[src/i2cssf_pkg.sv]
package i2cssf_pkg;

   // ==========================================================
   // Register map (byte addresses)
   localparam logic [7:0] I2CSSF_OFS_STATUS = 8'h00;
   localparam logic [7:0] I2CSSF_OFS_CTRL   = 8'h04;

   // ==========================================================
   // Status field positions
   localparam int I2CSSF_ST_START_BIT = 14;
   localparam int I2CSSF_ST_REP_BIT   = 13;
   localparam int I2CSSF_ST_IDX_LSB   = 11;
   localparam int I2CSSF_ST_STOP_BIT  = 10;
   localparam int I2CSSF_ST_GENERAL_CALL_TYPE_LSB  = 8;
   localparam int I2CSSF_ST_GENERAL_CALL_IRQ_FLAG_BIT = 7;
   localparam int I2CSSF_ST_BUSY_BIT  = 6;
   localparam int I2CSSF_ST_NACK_BIT  = 5;

   // ==========================================================
   // Control field positions
   localparam int I2CSSF_CT_STOP_IEN_BIT = 8;
   localparam int I2CSSF_CT_FNACK_BIT    = 7;
   localparam int I2CSSF_CT_GCCLR_BIT    = 4;
   localparam int I2CSSF_CT_HGCEN_BIT    = 3;
   localparam int I2CSSF_CT_GCEN_BIT     = 2;

   // ==========================================================
   // Bus codes and general-call type codes
   localparam logic [7:0] I2CSSF_GC_ADDR     = 8'h00;
   localparam logic [7:0] I2CSSF_START_BYTE  = 8'h01;
   localparam logic [4:0] I2CSSF_HS_PREFIX   = 5'h01;
   localparam logic [7:0] I2CSSF_GC_RST_PROG = 8'h06;
   localparam logic [7:0] I2CSSF_GC_PROG     = 8'h04;
   localparam logic [1:0] I2CSSF_GENERAL_CALL_TYPE_NONE   = 2'h0;
   localparam logic [1:0] I2CSSF_GENERAL_CALL_TYPE_RST    = 2'h1;
   localparam logic [1:0] I2CSSF_GENERAL_CALL_TYPE_PROG   = 2'h2;
   localparam logic [1:0] I2CSSF_GENERAL_CALL_TYPE_HW     = 2'h3;
   localparam logic [1:0] I2CSSF_RESP_OKAY   = 2'h0;
   localparam logic [1:0] I2CSSF_RESP_SLVERR = 2'h2;
   localparam int         I2CSSF_ID_COUNT    = 4;

   // ==========================================================
   // Types
   typedef enum logic [1:0] {
      I2CSSF_IDLE = 2'h0,
      I2CSSF_ADDR = 2'h1,
      I2CSSF_GC2  = 2'h2,
      I2CSSF_ACT  = 2'h3
   } i2cssf_state_t;

   typedef struct packed {
      logic [7:0] alt;
      logic [3:0][7:0] id;
   } i2cssf_ids_t;

   typedef struct packed {
      logic       start;
      logic       stop;
      logic       byte_valid;
      logic [7:0] data;
      logic       tx_empty;
   } i2cssf_ev_t;

   typedef struct packed {
      i2cssf_state_t st;
      logic          start_match;
      logic          rep;
      logic [1:0]    idx;
      logic          stop;
      logic [1:0]    general_call_type;
      logic          general_call_irq_flag;
      logic          busy;
      logic          nack;
      logic          stop_ien;
      logic          force_nack;
      logic          hgcen;
      logic          gcen;
      logic          bvalid;
      logic [1:0]    bresp;
      logic          rvalid;
      logic [1:0]    rresp;
      logic [31:0]   rdata;
      logic          nack_pulse;
      logic          rx_push;
      logic [7:0]    rx_byte;
      logic          gc_reset;
   } i2cssf_regs_t;

endpackage

[src/i2cssf_addr_class.sv]
`timescale 1ns/1ps
module i2cssf_addr_class
   import i2cssf_pkg::*;
(
   input  wire logic [7:0]  addr_i,   // First byte after a start
   input  wire i2cssf_ids_t ids_i,    // Programmed IDs
   input  wire logic        gcen_i,   // General call enable
   output logic             match_o,  // Own ID matched
   output logic [1:0]       idx_o,    // Matching ID index
   output logic             gc_o,     // General call address
   output logic             spec_o    // High-speed code or start byte
);

   // ==========================================================
   // ID compare, lowest index wins
   always_comb begin
      match_o = 1'b0;
      idx_o   = 2'h0;
      for (int i = I2CSSF_ID_COUNT - 1; i >= 0; i--) begin
         if (ids_i.id[i][7:1] == addr_i[7:1]) begin
            match_o = 1'b1;
            idx_o   = 2'(i);
         end
      end
   end

   // Reserved codes
   assign gc_o   = gcen_i && (addr_i == I2CSSF_GC_ADDR);
   assign spec_o = (addr_i[7:3] == I2CSSF_HS_PREFIX) || (addr_i == I2CSSF_START_BYTE);

endmodule

[src/i2cssf_top.sv]
// What this block does
// - Set start-match flag bit 14 on start with address matching a slave ID.
// - Also set it on enabled general call, high-speed code or start byte.
// - Clear start-match flag on any stop or start condition.
// - Set repeated-start flag bit 13 on start while start-match is set.
// - Repeated-start flag clears on status read or stop; not routed to the slave interrupt.
// - Matched-ID field bits 12:11 reports which of four IDs matched.
// - Set stop flag bit 10 on stop after a matching start.
// - Stop flag clears on status read.
// - With stop interrupt enabled, stop flag raises the slave interrupt.
// - General-call type bits 9:8: none, reset+program, program, hardware.
// - General-call type clears only by clear bit, not by general call reset.
// - Set general-call interrupt flag bit 7 on reset, program or hardware general call; always interrupts.
// - A general call reset returns control, repeated-start, stop, nack and matched-ID fields to defaults.
// - Hardware general call keeps its second byte in the receive FIFO.
// - Set slave-busy flag bit 6 on every start condition.
// - Busy clears on address miss, stop, or repeated-start address miss.
// - Set address-nacked flag bit 5 when own address was nacked.
// - Nack address on read with no data, or when forced-NACK bit set.
// - Address-nacked flag clears on status read.
// - Writing 1 to control bit 4 clears general-call status and type.
// - Control bit 8 enables the stop interrupt.
`timescale 1ns/1ps
module i2cssf_top
   import i2cssf_pkg::*;
#(
   parameter int ADDR_W = 8                       // AXI address width
)(
   input  wire logic              CLOCK_I,        // 50 MHz clock
   input  wire logic              RST_B_I,        // Async reset, low
   input  wire logic [ADDR_W-1:0] AXI_AWADDR_I,   // Write address
   input  wire logic              AXI_AWVALID_I,  // Write address valid
   output logic                   AXI_AWREADY_O,  // Write address ready
   input  wire logic [31:0]       AXI_WDATA_I,    // Write data
   input  wire logic [3:0]        AXI_WSTRB_I,    // Byte enables
   input  wire logic              AXI_WVALID_I,   // Write data valid
   output logic                   AXI_WREADY_O,   // Write data ready
   output logic [1:0]             AXI_BRESP_O,    // Write response
   output logic                   AXI_BVALID_O,   // Write response valid
   input  wire logic              AXI_BREADY_I,   // Write response ready
   input  wire logic [ADDR_W-1:0] AXI_ARADDR_I,   // Read address
   input  wire logic              AXI_ARVALID_I,  // Read address valid
   output logic                   AXI_ARREADY_O,  // Read address ready
   output logic [31:0]            AXI_RDATA_O,    // Read data
   output logic [1:0]             AXI_RRESP_O,    // Read response
   output logic                   AXI_RVALID_O,   // Read data valid
   input  wire logic              AXI_RREADY_I,   // Read data ready
   input  wire i2cssf_ev_t        BUS_EV_I,       // Bus events from slave engine
   input  wire i2cssf_ids_t       IDS_I,          // Programmed IDs and alt ID
   output logic                   SLAVE_IRQ_O,    // Slave interrupt request
   output logic                   ADDR_NACK_O,    // Pulse: nack this address
   output logic                   RX_PUSH_O,      // Pulse: push byte to rx FIFO
   output logic [7:0]             RX_BYTE_O,      // Byte for rx FIFO
   output logic                   GC_RESET_O      // Pulse: general call reset
);

   // ==========================================================
   // Parameter check: decode needs a full byte of address
   if (ADDR_W < 8) begin : g_bad_addr_w
      $error("ADDR_W must be at least 8");
   end

   // ==========================================================
   // Status word assembly
   function automatic logic [31:0] status_word(input i2cssf_regs_t s);
      logic [31:0] w;
      w = 32'h0;                                   // Bit 15 stays zero
      w[I2CSSF_ST_START_BIT]                    = s.start_match;
      w[I2CSSF_ST_REP_BIT]                      = s.rep;
      w[I2CSSF_ST_IDX_LSB +: 2]                 = s.idx;
      w[I2CSSF_ST_STOP_BIT]                     = s.stop;
      w[I2CSSF_ST_GENERAL_CALL_TYPE_LSB +: 2]                = s.general_call_type;
      w[I2CSSF_ST_GENERAL_CALL_IRQ_FLAG_BIT]                    = s.general_call_irq_flag;
      w[I2CSSF_ST_BUSY_BIT]                     = s.busy;
      w[I2CSSF_ST_NACK_BIT]                     = s.nack;
      return w;
   endfunction

   // Control word assembly
   function automatic logic [31:0] ctrl_word(input i2cssf_regs_t s);
      logic [31:0] w;
      w = 32'h0;
      w[I2CSSF_CT_STOP_IEN_BIT] = s.stop_ien;
      w[I2CSSF_CT_FNACK_BIT]    = s.force_nack;
      w[I2CSSF_CT_HGCEN_BIT]    = s.hgcen;
      w[I2CSSF_CT_GCEN_BIT]     = s.gcen;
      return w;
   endfunction

   // Register decode on the whole address, so aliases miss
   function automatic logic reg_hit(input logic [ADDR_W-1:0] a, input logic [7:0] ofs);
      return a == ADDR_W'(ofs);
   endfunction

   // ==========================================================
   // State and classifier
   i2cssf_regs_t r_r;
   i2cssf_regs_t r_nxt;
   logic         cls_match;
   logic [1:0]   cls_idx;
   logic         cls_gc;
   logic         cls_spec;

   i2cssf_addr_class u_class (
      .addr_i  (BUS_EV_I.data),
      .ids_i   (IDS_I),
      .gcen_i  (r_r.gcen),
      .match_o (cls_match),
      .idx_o   (cls_idx),
      .gc_o    (cls_gc),
      .spec_o  (cls_spec)
   );

   // ==========================================================
   // Bus handshakes
   logic wr_go;
   logic rd_go;
   logic wr_ctrl;
   logic rd_stat;
   logic gc_clr;

   assign wr_go         = AXI_AWVALID_I && AXI_WVALID_I && !r_r.bvalid;
   assign rd_go         = AXI_ARVALID_I && !r_r.rvalid;
   assign AXI_AWREADY_O = wr_go;
   assign AXI_WREADY_O  = wr_go;
   assign AXI_ARREADY_O = rd_go;
   assign wr_ctrl       = wr_go && reg_hit(AXI_AWADDR_I, I2CSSF_OFS_CTRL);
   assign rd_stat       = rd_go && reg_hit(AXI_ARADDR_I, I2CSSF_OFS_STATUS);
   assign gc_clr        = wr_ctrl && AXI_WSTRB_I[0] && AXI_WDATA_I[I2CSSF_CT_GCCLR_BIT];

   // ==========================================================
   // Next-state logic
   always_comb begin
      r_nxt            = r_r;
      r_nxt.nack_pulse = 1'b0;
      r_nxt.rx_push    = 1'b0;
      r_nxt.gc_reset   = 1'b0;

      // Read clears first, hardware sets below override
      if (rd_stat) begin
         r_nxt.rep  = 1'b0;
         r_nxt.stop = 1'b0;
         r_nxt.nack = 1'b0;
      end

      // Software clear of general-call status
      if (gc_clr) begin
         r_nxt.general_call_type  = I2CSSF_GENERAL_CALL_TYPE_NONE;
         r_nxt.general_call_irq_flag = 1'b0;
      end

      // Control writes, byte lanes honoured
      if (wr_ctrl) begin
         if (AXI_WSTRB_I[0]) begin
            r_nxt.force_nack = AXI_WDATA_I[I2CSSF_CT_FNACK_BIT];
            r_nxt.hgcen      = AXI_WDATA_I[I2CSSF_CT_HGCEN_BIT];
            r_nxt.gcen       = AXI_WDATA_I[I2CSSF_CT_GCEN_BIT];
         end
         if (AXI_WSTRB_I[1]) begin
            r_nxt.stop_ien = AXI_WDATA_I[I2CSSF_CT_STOP_IEN_BIT];
         end
      end

      // Bus events: stop, then start, then received byte
      if (BUS_EV_I.stop) begin
         if (r_r.start_match) begin
            r_nxt.stop = 1'b1;
         end
         r_nxt.start_match = 1'b0;
         r_nxt.rep         = 1'b0;
         r_nxt.busy        = 1'b0;
         r_nxt.st          = I2CSSF_IDLE;
      end else if (BUS_EV_I.start) begin
         if (r_r.start_match) begin
            r_nxt.rep = 1'b1;
         end
         r_nxt.start_match = 1'b0;
         r_nxt.busy        = 1'b1;
         r_nxt.st          = I2CSSF_ADDR;
      end else if (BUS_EV_I.byte_valid) begin
         case (r_r.st)
            I2CSSF_ADDR: begin
               if (cls_gc) begin
                  r_nxt.start_match = 1'b1;
                  r_nxt.st          = I2CSSF_GC2;
               end else if (cls_match) begin
                  r_nxt.start_match = 1'b1;
                  r_nxt.idx         = cls_idx;
                  r_nxt.st          = I2CSSF_ACT;
                  if (r_r.force_nack || (BUS_EV_I.data[0] && BUS_EV_I.tx_empty)) begin
                     r_nxt.nack       = 1'b1;
                     r_nxt.nack_pulse = 1'b1;
                  end
               end else if (cls_spec) begin
                  r_nxt.start_match = 1'b1;
                  r_nxt.st          = I2CSSF_IDLE;
               end else begin
                  r_nxt.busy = 1'b0;
                  r_nxt.st   = I2CSSF_IDLE;
               end
            end
            I2CSSF_GC2: begin
               r_nxt.st = I2CSSF_ACT;
               if (BUS_EV_I.data == I2CSSF_GC_RST_PROG) begin
                  // Defaults for control, rep, stop, nack and idx; start-match, busy and general-call status kept
                  r_nxt.stop_ien   = 1'b0;
                  r_nxt.force_nack = 1'b0;
                  r_nxt.hgcen      = 1'b0;
                  r_nxt.gcen       = 1'b0;
                  r_nxt.rep        = 1'b0;
                  r_nxt.stop       = 1'b0;
                  r_nxt.nack       = 1'b0;
                  r_nxt.idx        = 2'h0;
                  r_nxt.gc_reset   = 1'b1;
                  // Type is recorded here, never wiped by the reset
                  r_nxt.general_call_type       = I2CSSF_GENERAL_CALL_TYPE_RST;
                  r_nxt.general_call_irq_flag      = 1'b1;
               end else if (BUS_EV_I.data == I2CSSF_GC_PROG) begin
                  r_nxt.general_call_type  = I2CSSF_GENERAL_CALL_TYPE_PROG;
                  r_nxt.general_call_irq_flag = 1'b1;
               end else if (r_r.hgcen && (BUS_EV_I.data == IDS_I.alt)) begin
                  r_nxt.general_call_type    = I2CSSF_GENERAL_CALL_TYPE_HW;
                  r_nxt.general_call_irq_flag   = 1'b1;
                  r_nxt.rx_push = 1'b1;
                  r_nxt.rx_byte = BUS_EV_I.data;
               end
            end
            I2CSSF_ACT: begin
               r_nxt.st = I2CSSF_ACT;
            end
            default: begin
               r_nxt.st = I2CSSF_IDLE;
            end
         endcase
      end

      // Write response
      if (wr_go) begin
         r_nxt.bvalid = 1'b1;
         r_nxt.bresp  = (wr_ctrl || reg_hit(AXI_AWADDR_I, I2CSSF_OFS_STATUS)) ? I2CSSF_RESP_OKAY : I2CSSF_RESP_SLVERR;
      end else if (r_r.bvalid && AXI_BREADY_I) begin
         r_nxt.bvalid = 1'b0;
      end

      // Read response, data taken before the read clear
      if (rd_go) begin
         r_nxt.rvalid = 1'b1;
         r_nxt.rresp  = I2CSSF_RESP_OKAY;
         if (rd_stat) begin
            r_nxt.rdata = status_word(r_r);
         end else if (reg_hit(AXI_ARADDR_I, I2CSSF_OFS_CTRL)) begin
            r_nxt.rdata = ctrl_word(r_r);
         end else begin
            r_nxt.rdata = 32'h0;
            r_nxt.rresp = I2CSSF_RESP_SLVERR;
         end
      end else if (r_r.rvalid && AXI_RREADY_I) begin
         r_nxt.rvalid = 1'b0;
      end
   end

   // ==========================================================
   // State register
   always_ff @(posedge CLOCK_I or negedge RST_B_I) begin
      if (!RST_B_I) begin
         r_r <= '0;
      end else begin
         r_r <= r_nxt;
      end
   end

   // ==========================================================
   // Outputs
   assign AXI_BVALID_O = r_r.bvalid;
   assign AXI_BRESP_O  = r_r.bresp;
   assign AXI_RVALID_O = r_r.rvalid;
   assign AXI_RRESP_O  = r_r.rresp;
   assign AXI_RDATA_O  = r_r.rdata;
   assign SLAVE_IRQ_O  = r_r.general_call_irq_flag || (r_r.stop && r_r.stop_ien);
   assign ADDR_NACK_O  = r_r.nack_pulse;
   assign RX_PUSH_O    = r_r.rx_push;
   assign RX_BYTE_O    = r_r.rx_byte;
   assign GC_RESET_O   = r_r.gc_reset;

   logic addr_byte;
   assign addr_byte = BUS_EV_I.byte_valid && !BUS_EV_I.start && !BUS_EV_I.stop && (r_r.st == I2CSSF_ADDR);
endmodule

[config.mk]
export PLATFORM = sky130hd
export DESIGN_NAME = i2cssf_top
export DESIGN_NICKNAME = d
export VERILOG_FILES = /design/src/i2cssf_pkg.sv /design/src/i2cssf_addr_class.sv /design/src/i2cssf_top.sv
export SDC_FILE = /design/constraint.sdc
export NUM_CORES = 1
export LEC_CHECK = 0
export ABC_AREA = 1
export BUFFER_PORTS_ARGS = -buffer_cell sky130_fd_sc_hd__buf_2
export CAP_MARGIN = 25
export CORE_MARGIN = 2
export CORE_UTILIZATION = 45
export DETAILED_ROUTE_END_ITERATION = 10
export PLACE_DENSITY_LB_ADDON = 0.2
export SLEW_MARGIN = 20
export SYNTH_ARGS = -nofsm -noshare
export SYNTH_HDL_FRONTEND = slang
export SYNTH_HIERARCHICAL = 1
export SYNTH_SLANG_ARGS = --single-unit
[constraint.sdc]
create_clock -name CLOCK_I -period 4.6 [get_ports CLOCK_I]
set_input_delay 0.46 -clock CLOCK_I [delete_from_list [all_inputs] [get_ports CLOCK_I]]
set_output_delay 0.46 -clock CLOCK_I [all_outputs]
set_load 0.02 [all_outputs]
==> run_results.csv, run 1 <==
group,metric,value,unit
outcome,run_status,"completed",
power_and_ir_drop,switching_share,0.319,
timing,fmax,464,MHz
clock_tree,cts_setup_buffers,0,
clock_tree,max-clock-path-buffers,2,
drt,firstDrtPassIters,5,
cells_and_area,syn_to_final_growth,12.9,%
critical_path,worstPathCellList,"inv_1, ha_1, nand2_1, nor2_1, inv_1, nor3_1, nor2_1, nor2_1",
floorplanning,core,7140,um^2
timing,finalHoldViolations,0,
clock_tree,cts.sinks,43,
drt,vias,2930,
power_and_ir_drop,power_frac_comb,0.240,
timing,period_share,0.469,
critical_path,endpoint_kind,"flip-flop",
synth,synth_top_area_frac,0.330,
clock_tree,clk_pin_slew,0.08,ns
timing,worst_pin_slew,0.754,ns
clock_tree,clockRootBuffer,"clkbuf_8",
synth,synth_area_leader_cell,"dfrtp_1",
place,place_ws,2.45,ns
cells_and_area,drive_above_1_share,0.262,
power_and_ir_drop,power.leakage,2.15,nW
synth,seq_area_frac_synth,0.330,
place,placedCellCount,636,
grt,grt_use_met3,0.0277,
critical_path,critical_path_arrival,2.38,ns
power_and_ir_drop,pwr-share-clk,0.281,
clock_tree,cts_buffers,5,
grt,grt_pass1_wl,11700,um
grt,gr-max-usage-layer,"met2",
floorplanning,num_io_pins,164,
timing,period_minus_slack,2.16,ns
synth,syn-cell-area,3260,um^2
clock_tree,clock_latency,0.29,ns
timing,fin_tns_setup,0,ns
cells_and_area,final_area,3680,um^2
place,place.gp.congestion,0.854,
floorplanning,die_y,89.1,um
critical_path,path_max_fanout,11,
critical_path,crit_path_start_kind,"flip-flop",
grt,grt-ovfl-total,0,
synth,synthCells,462,
synth,synth_area_leaders,"dfrtp_1 (33%), nand2_1 (13%), buf_4 (11%)",
critical_path,path_delay_family,"simple AND/OR/NAND/NOR gates",
clock_tree,cts_htree_levels,2,
synth,synth_cell_types,34,
grt,grtUsageTotal,0.189,
synth,synth.avg_cell_area,7.06,um^2
power_and_ir_drop,seqPwrFrac,0.478,
critical_path,required,4.83,ns
floorplanning,die_area,7940,um^2
power_and_ir_drop,switchingPower,0.265,mW
power_and_ir_drop,power_density,226,nW/um^2
cells_and_area,n_fill_cell,773,
timing,finalSetupViolCount,0,
cells_and_area,postLayoutCoreUtil,0.516,
clock_tree,cts_tree,"yes",
hold_path,hp-class,"input port to asynchronous set/reset pin",
clock_tree,cts_hold_buf,0,
cells_and_area,num_antenna_cells,0,
floorplanning,num_rows,31,
timing,grt_setup_unrepaired,"false",
grt,antenna_found_initial,0,
critical_path,crit_buf_inv,2,
critical_path,cp_common_cell,"nor2_1",
place,place_area,3590,um^2
drt,ant_nets,0,
timing,fin_ws,2.44,ns
grt,grtUsageMet1,0.237,
grt,grt_pass1_vias,2618,
critical_path,cpPeakStageDelay,0.59,ns
timing,finClkSkew,0.00398,ns
synth,yosys_warnings,6,
place,dpl.hpwl,5870,um
power_and_ir_drop,p_int,0.567,mW
cells_and_area,nets,659,
floorplanning,start_util,0.457,
grt,grtUsageMet2,0.329,
place,io_buffers,108,
drt,via_per_inst,4.55,
drt,routedWlPerCell,11.2,um
drt,wl,7230,um
synth,synth_seq_cells,43,
timing,report.final.slew_viol_count,0,
cells_and_area,fin_cells,644,
critical_path,crit_slowest_cell,"nor2_1",
timing,slew_headroom,0.495,
drt,drc,0,
flow_run,maxCapViolations,0,
critical_path,worstSetupPathType,"flip-flop to flip-flop",
floorplanning,die_w,89.1,um
drt,drt-initial-drc-count,112,
power_and_ir_drop,vdd_drop_max,97.6,uV
grt,grt_max_degree,44,
clock_tree,post_cts_resized,0,
==> layer usage <==
layer  vias to the layer above  part of all wire
met3                         9             0.058
met4                         0             0.016
met1                      1291              0.46
li1                       1533                 -
met2                        97              0.47
met5                         -                 0
==> cell type report <==
type                    instances  area, um^2  share of cell area
multi-input cells             314        1580               0.430
clock inverters                 2        12.5             0.00340
inverters                      72         270              0.0734
clock buffers                   6        72.6              0.0197
repair buffers                108         543               0.148
well taps                      99         124              0.0337
flip-flops and latches         43        1080               0.292
==> power by group through the flow <==
stage / Combinational [mW] / Clock, mW / Sequential, mW
3_5_place_dp: 0.201 / 0 / 0.406
5_1_grt: 0.226 / 0.254 / 0.399
2_1_floorplan: 0.148 / 0 / 0.407
6_report: 0.200 / 0.234 / 0.398
3_3_place_gp: 0.198 / 0 / 0.405
4_1_cts: 0.202 / 0.239 / 0.398
==> metrics by stage <==
stage,power [mW],hold slack [ns]
final,0.832,0.141
after global routing,0.880,0.191
after CTS,0.838,0.334
after detailed placement,0.606,0.458
after global placement,0.602,0.454
after floorplan,0.555,0.164
==> cell families after synthesis <==
| family | synth area share |
|---|---|
| AND/OR/NAND/NOR | 0.310 |
| XOR/XNOR | 0.0510 |
| buffers and inverters | 0.209 |
| other | 0.00115 |
| AO/OA/AOI/OAI | 0.0829 |
| flip-flops | 0.330 |
| adder cells (fa/ha/maj) | 0.0153 |
==> cells in the final DEF (no fill, tap or decap), types with 2 or more instances in the layout <==
cell type  count
a22o_1         4
a21oi_1       15
inv_2          9
buf_2        107
ha_1           4
nor4_1         3
nand3_2        2
xor2_1        11
clkbuf_8       5
nand3_1       18
xnor2_1        8
a21oi_2        2
nor2_2         5
nand2_2        5
nand4_1       13
nor3_1         7
nand2_1      117
dfrtp_1       43
o31ai_1        3
o21ai_0       13
nor2_1        52
o211ai_1       2
conb_1        22
inv_1         63
==> sequential cells by signal, indices dropped and copies added, names as in the netlist <==
| register | cells |
|---|---|
| AXI_BVALID_O | 1 |
| RX_PUSH_O | 1 |
| GC_RESET_O | 1 |
| RX_BYTE_O | 8 |
| AXI_RDATA_O | 12 |
| ADDR_NACK_O | 1 |
| r_r | 16 |
| AXI_BRESP_O | 1 |
| AXI_RRESP_O | 1 |
| AXI_RVALID_O | 1 |
==> worst paths after layout <==
check / from / end / slack [ns] / cells past startpoint
worst min register to register: RX_BYTE_O[3]$_DFFE_PN0P_ / RX_BYTE_O[3]$_DFFE_PN0P_ / 0.47 / 2
worst max register to register: r_r[63]$_DFFE_PN0P_ / r_r[56]$_DFF_PN0_ / 2.44 / 8
worst max-delay path: r_r[63]$_DFFE_PN0P_ / r_r[56]$_DFF_PN0_ / 2.44 / 8
worst min-delay path: RST_B_I / AXI_BVALID_O$_DFFE_PN0P_ / 0.14 / 1
min in group CLOCK_I: AXI_BREADY_I / AXI_BVALID_O$_DFFE_PN0P_ / 0.34 / 2
max in group asynchronous: RST_B_I / r_r[60]$_DFFE_PN0P_ / 4.08 / 1
==> synthesized netlist by cell type <==
cell      number
buf_4         47
o32ai_1        1
ha_1           4
nand2_1      117
nor2_4         1
inv_2          9
o21a_1         1
o21bai_1       1
buf_2          2
nor3_1         7
o21ai_0       13
nor4_1         3
nand2_2        5
nor2_2         5
nor2_1        52
nand3_2        2
a21oi_2        2
clkbuf_1       1
o211ai_1       2
buf_6          4
nand4_1       13
o31ai_1        3
inv_1         63
a22o_1         4
nand4_4        1
xor2_1        11
dfrtp_1       43
a21oi_4        1
nand3_1       18
nor2_8         1
a21oi_1       15
xnor2_1        8
conb_1         1
nand3_4        1
==> worst reg2reg max path: stages, from the launching register on <==
cell and delay [ns]:
dfrtp_1 0.41, inv_1 0.11, ha_1 0.31, nand2_1 0.09
nor2_1 0.59, inv_1 0.13, nor3_1 0.30, nor2_1 0.07
nor2_1 0.09
No activity file was read; power rests on OpenSTA's default activity.
==> run 2, diff against run 1 <==
Clock period 4.6 ns to 2.2 ns, I/O delays scaled along.
==> run_results.csv, run 2 (synthesized netlist as in run 1, its figures left out) <==
group,metric,value,unit
outcome,run_status,"completed",
floorplanning,num_rows,31,
critical_path,cp_common_cell,"nand2_1",
timing,report.final.slew_viol_count,0,
critical_path,worstPathCellList,"inv_1, ha_1, nand2_1, nor2_1, buf_4, nand3_4, nand2_1, nand2_1",
clock_tree,cts_htree_levels,2,
critical_path,required,2.38,ns
power_and_ir_drop,seqPwrFrac,0.481,
hold_path,hold_start,"AXI_BREADY_I",
power_and_ir_drop,power,1.73,mW
critical_path,critical_path_arrival,1.77,ns
clock_tree,clk_pin_slew,0.08,ns
drt,drc,0,
cells_and_area,seq_area,1080,um^2
clock_tree,cts.sinks,43,
timing,grt_setup_unrepaired,"false",
place,io_buffers,108,
grt,grt_pass1_wl,11800,um
grt,antenna_found_initial,0,
cells_and_area,layout_common_cells,"nand2_1 (117), buf_2 (108), inv_1 (63)",
clock_tree,max-clock-path-buffers,2,
power_and_ir_drop,pwr-share-clk,0.274,
drt,firstDrtPassIters,4,
place,dpl.hpwl,5880,um
power_and_ir_drop,switchingPower,0.544,mW
cells_and_area,multi_input_area,1580,um^2
cells_and_area,final_common_cell,"nand2_1",
grt,grtUsageTotal,0.186,
floorplanning,core,7140,um^2
cells_and_area,top_register,"r_r",
drt,ant_nets,0,
timing,period_share,0.723,
drt,wl,7250,um
critical_path,crit_slowest_cell,"dfrtp_1",
critical_path,endpoint_kind,"flip-flop",
critical_path,worstSetupPathType,"flip-flop to flip-flop",
drt,routedWlPerCell,11.2,um
clock_tree,cts_buffers,5,
timing,fin_tns_setup,0,ns
clock_tree,clock_latency,0.28,ns
timing,period_minus_slack,1.59,ns
floorplanning,die_w,89.1,um
floorplanning,die_area,7940,um^2
cells_and_area,nets,664,
timing,whs,0.106,ns
clock_tree,cts_setup_buffers,0,
clock_tree,clockRootBuffer,"clkbuf_8",
drt,highest_layer,"met4",
hold_path,hp-class,"input port to flip-flop",
critical_path,cpPeakStageDelay,0.41,ns
floorplanning,start_util,0.457,
power_and_ir_drop,switching_share,0.315,
drt,wl_met3,403,um
floorplanning,num_io_pins,164,
cells_and_area,num_antenna_cells,0,
floorplanning,die_y,89.1,um
critical_path,reg2reg_from,"r_r[63]$_DFFE_PN0P_",
critical_path,crit_path_start_kind,"flip-flop",
power_and_ir_drop,power_density,465,nW/um^2
critical_path,path_max_fanout,9,
power_and_ir_drop,p_int,1.18,mW
drt,vias,2901,
cells_and_area,largest_register_ff_count,16,
timing,fmax,629,MHz
cells_and_area,n_fill_cell,774,
grt,grt-ovfl-total,0,
flow_run,maxCapViolations,0,
drt,dr_wl_met2,3410,um
timing,finalSetupViolCount,0,
power_and_ir_drop,power_frac_comb,0.245,
power_and_ir_drop,power.leakage,2.18,nW
clock_tree,post_cts_resized,0,
critical_path,startpoint,"r_r[63]$_DFFE_PN0P_",
grt,grt_max_degree,32,
clock_tree,cts_tree,"yes",
drt,drt-initial-drc-count,127,
cells_and_area,drive_above_1_share,0.269,
drt,via_per_inst,4.47,
cells_and_area,syn_to_final_growth,14.0,%
timing,finalHoldViolations,0,
timing,finClkSkew,0.00406,ns
power_and_ir_drop,vdd_drop_max,168,uV
grt,grt_pass1_vias,2643,
place,place.gp.congestion,0.861,
drt,wl_met1,3390,um
==> run 2: worst paths after layout <==
kind | endpoint | depth (start not counted) | slack (ns)
setup / recovery | RX_BYTE_O[3]$_DFFE_PN0P_ | 8 | 0.61
hold / removal | AXI_BVALID_O$_DFFE_PN0P_ | 2 | 0.11
setup reg to reg | RX_BYTE_O[3]$_DFFE_PN0P_ | 8 | 0.61
hold reg to reg | RX_BYTE_O[7]$_DFFE_PN0P_ | 2 | 0.47
max in group asynchronous | r_r[64]$_DFFE_PN0P_ | 3 | 1.16
min in group asynchronous | AXI_BRESP_O[1]$_DFFE_PN0N_ | 2 | 0.35
==> run 2: worst max-delay path, delay by kind of cell (launching register included) <==
family / cells / cell delay, ns
buffers and inverters: 2 / 0.33
adders and majority gates: 1 / 0.18
DFF: 1 / 0.41
and+or+nand+nor: 5 / 0.56
==> run 2: what timing repair did <==
action / CTS / global route
hold buffers: 1 / 0
endpoints found under the hold margin: 12 / 0
setup endpoints to repair: 0 / 0
==> run 2: final cells by class <==
cell class,instances,area share
clock buffers,5,0.0185
clock inverters,3,0.00404
inverters,72,0.0727
multi-input cells,314,0.426
flip-flops and latches,43,0.290
well taps,99,0.0333
repair buffers,113,0.156
==> run 2: stage by stage <==
stage | cell area [um^2] | setup slack [ns] | std cells | util
after detailed placement | 3620 | 0.309 | 640 | 0.508
after CTS | 3720 | 0.581 | 649 | 0.521
after global routing | 3720 | 0.352 | 649 | 0.521
after floorplan | 3340 | 0.641 | 483 | -
after global placement | 3620 | 0.349 | 640 | 0.508
final | 3720 | 0.609 | 649 | 0.521
==> run 2: power groups by stage <==
| stage | registers [mW] | logic [mW] | clock network, mW |
|---|---|---|---|
| 6_report | 0.831 | 0.424 | 0.474 |
| 5_1_grt | 0.835 | 0.480 | 0.529 |
| 4_1_cts | 0.832 | 0.427 | 0.492 |
| 3_5_place_dp | 0.848 | 0.424 | 0 |
| 3_3_place_gp | 0.846 | 0.418 | 0 |
| 2_1_floorplan | 0.851 | 0.309 | 0 |
==> run 2: layer usage <==
layer,vias up,GRT usage
li1,1542,-
met1,1261,0.246
met2,94,0.323
met3,4,0.0277
met4,0,0.0407
met5,-,0
==> run 3, diff against run 2 <==
Clock period 2.2 ns to 1.5 ns, I/O delays scaled along.
==> run_results.csv, run 3 (synthesized netlist as in run 1, its figures left out) <==
group,metric,value,unit
outcome,run_status,"completed",
timing,period_minus_slack,1.39,ns
timing,fmax,718,MHz
critical_path,r2r-end,"RX_BYTE_O[4]$_DFFE_PN0P_",
timing,worst_pin_slew,0.535,ns
floorplanning,die_area,7940,um^2
power_and_ir_drop,switchingPower,0.829,mW
power_and_ir_drop,vdd_drop_max,458,uV
timing,whs,0.0242,ns
drt,ant_nets,0,
floorplanning,die_y,89.1,um
hold_path,hp-class,"input port to flip-flop",
grt,grt_pass1_wl,12300,um
critical_path,critical_path_arrival,1.58,ns
grt,grt_pass1_vias,2872,
cells_and_area,largest_register_ff_count,16,
critical_path,crit_buf_inv,2,
timing,fin_tns_setup,0,ns
critical_path,crit_path_start_kind,"flip-flop",
critical_path,worstSetupPathType,"flip-flop to flip-flop",
power_and_ir_drop,p_int,2.12,mW
critical_path,r2r_slack,0.11,ns
cells_and_area,syn_to_final_growth,22.1,%
floorplanning,start_util,0.457,
cells_and_area,num_antenna_cells,0,
place,place_ws,-0.186,ns
cells_and_area,postLayoutCoreUtil,0.558,
drt,drt-initial-drc-count,102,
critical_path,path_delay_family,"simple AND/OR/NAND/NOR gates",
timing,period_share,0.928,
grt,grtUsageTotal,0.194,
hold_path,hold_end,"AXI_BVALID_O$_DFFE_PN0P_",
clock_tree,clockRootBuffer,"clkbuf_8",
timing,report.final.slew_viol_count,0,
timing,grt_setup_unrepaired,"true",
timing,finClkSkew,0.00368,ns
drt,via_per_inst,4.47,
place,io_buffers,108,
clock_tree,clock_latency,0.29,ns
floorplanning,die_w,89.1,um
clock_tree,cts_setup_buffers,0,
drt,wl,7440,um
critical_path,crit_slowest_cell,"dfrtp_1",
clock_tree,cts.sinks,43,
place,place_area,3800,um^2
place,dpl.hpwl,6210,um
power_and_ir_drop,power.leakage,2.29,nW
critical_path,worstPathCellList,"inv_1, ha_2, nand2_1, nor2_4, buf_6, nand3_4, nand2_1, nand2_1",
critical_path,r2r_cells,8,
drt,drc,0,
hold_path,worstHoldPathCells,2,
timing,slew_headroom,0.644,
timing,finalHoldViolations,0,
critical_path,crit_cells,8,
drt,routedWlPerCell,11.1,um
drt,firstDrtPassIters,5,
critical_path,cpPeakStageDelay,0.38,ns
grt,antenna_found_initial,0,
power_and_ir_drop,seqPwrFrac,0.414,
power_and_ir_drop,pwr-share-clk,0.360,
cells_and_area,final_area,3980,um^2
floorplanning,core,7140,um^2
critical_path,reg2reg_from,"r_r[63]$_DFFE_PN0P_",
clock_tree,clk_pin_slew,0.08,ns
cells_and_area,n_fill_cell,745,
grt,grt-ovfl-total,0,
clock_tree,cts_htree_levels,2,
critical_path,cp_common_cell,"nand2_1",
critical_path,path_max_fanout,9,
place,place.gp.congestion,0.889,
hold_path,hold_start,"AXI_BREADY_I",
power_and_ir_drop,power_density,739,nW/um^2
flow_run,maxCapViolations,0,
clock_tree,cts_tree,"yes",
clock_tree,max-clock-path-buffers,2,
critical_path,required,1.69,ns
floorplanning,num_io_pins,164,
power_and_ir_drop,switching_share,0.281,
cells_and_area,top_register,"r_r",
critical_path,endpoint_kind,"flip-flop",
cells_and_area,nets,684,
clock_tree,cts_buffers,5,
power_and_ir_drop,power_frac_comb,0.226,
cells_and_area,drive_above_1_share,0.307,
timing,fin_ws,0.108,ns
grt,grt_max_degree,44,
floorplanning,num_rows,31,
timing,finalSetupViolCount,0,
cells_and_area,layout_common_cells,"nand2_1 (117), buf_2 (107), inv_1 (62)",
drt,vias,2993,
cells_and_area,final_common_cell,"nand2_1",
==> run 3: worst max-delay path by stage <==
stage / start / endpoint
after floorplan: BUS_EV_I[5] / r_r[59]$_DFFE_PN0P_
after global placement: BUS_EV_I[2] / r_r[59]$_DFFE_PN0P_
after detailed placement: BUS_EV_I[6] / r_r[59]$_DFFE_PN0P_
after CTS: r_r[63]$_DFFE_PN0P_ / RX_BYTE_O[4]$_DFFE_PN0P_
after global routing: BUS_EV_I[7] / r_r[59]$_DFFE_PN0P_
final: r_r[63]$_DFFE_PN0P_ / RX_BYTE_O[4]$_DFFE_PN0P_
==> run 3: power groups by stage <==
stage / logic [mW] / clock network, mW / registers [mW]
2_1_floorplan: 0.455 / 0 / 1.25
3_3_place_gp: 0.651 / 0 / 1.24
3_5_place_dp: 0.662 / 0 / 1.24
4_1_cts: 0.666 / 1.09 / 1.22
5_1_grt: 0.749 / 1.13 / 1.22
6_report: 0.666 / 1.06 / 1.22
==> run 3: worst reg2reg max path, cell delays in order, from the launching register on <==
cell and delay [ns]:
dfrtp_1 0.38, inv_1 0.09, ha_2 0.19, nand2_1 0.09
nor2_4 0.16, buf_6 0.14, nand3_4 0.11, nand2_1 0.09
nand2_1 0.05
==> run 3: per-layer routing <==
layer / global-route usage / vias to the layer above / share of wire
met3: 0.0212 / 7 / 0.061
met4: 0.0556 / 0 / 0.011
li1: - / 1578 / -
met1: 0.241 / 1312 / 0.45
met2: 0.354 / 96 / 0.48
met5: 0 / - / 0
==> run 3: what timing repair did <==
| action | CTS | global route |
|---|---|---|
| gates resized for setup | 2 | 10 |
| endpoints found under the hold margin | 43 | 0 |
| setup endpoints to repair | 3 | 15 |
| pin swaps | 0 | 4 |
| hold buffers | 1 | 0 |
==> run 3: area by class of cell <==
| cell class | count | area (um^2) | share of cell area |
|---|---|---|---|
| tap | 99 | 124 | 0.0311 |
| clock inverter | 3 | 67.6 | 0.0170 |
| sequential | 43 | 1080 | 0.270 |
| clock buffer | 5 | 68.8 | 0.0173 |
| inverter | 72 | 270 | 0.0679 |
| multi-input combinational | 314 | 1610 | 0.405 |
| timing repair buffer | 133 | 762 | 0.191 |
==> run 3: stage by stage <==
stage                     cells  total power [mW]
after floorplan             483              1.70
after global placement      660              1.89
after detailed placement    660              1.90
after CTS                   669              2.97
after global routing        669              3.11
final                       669              2.94
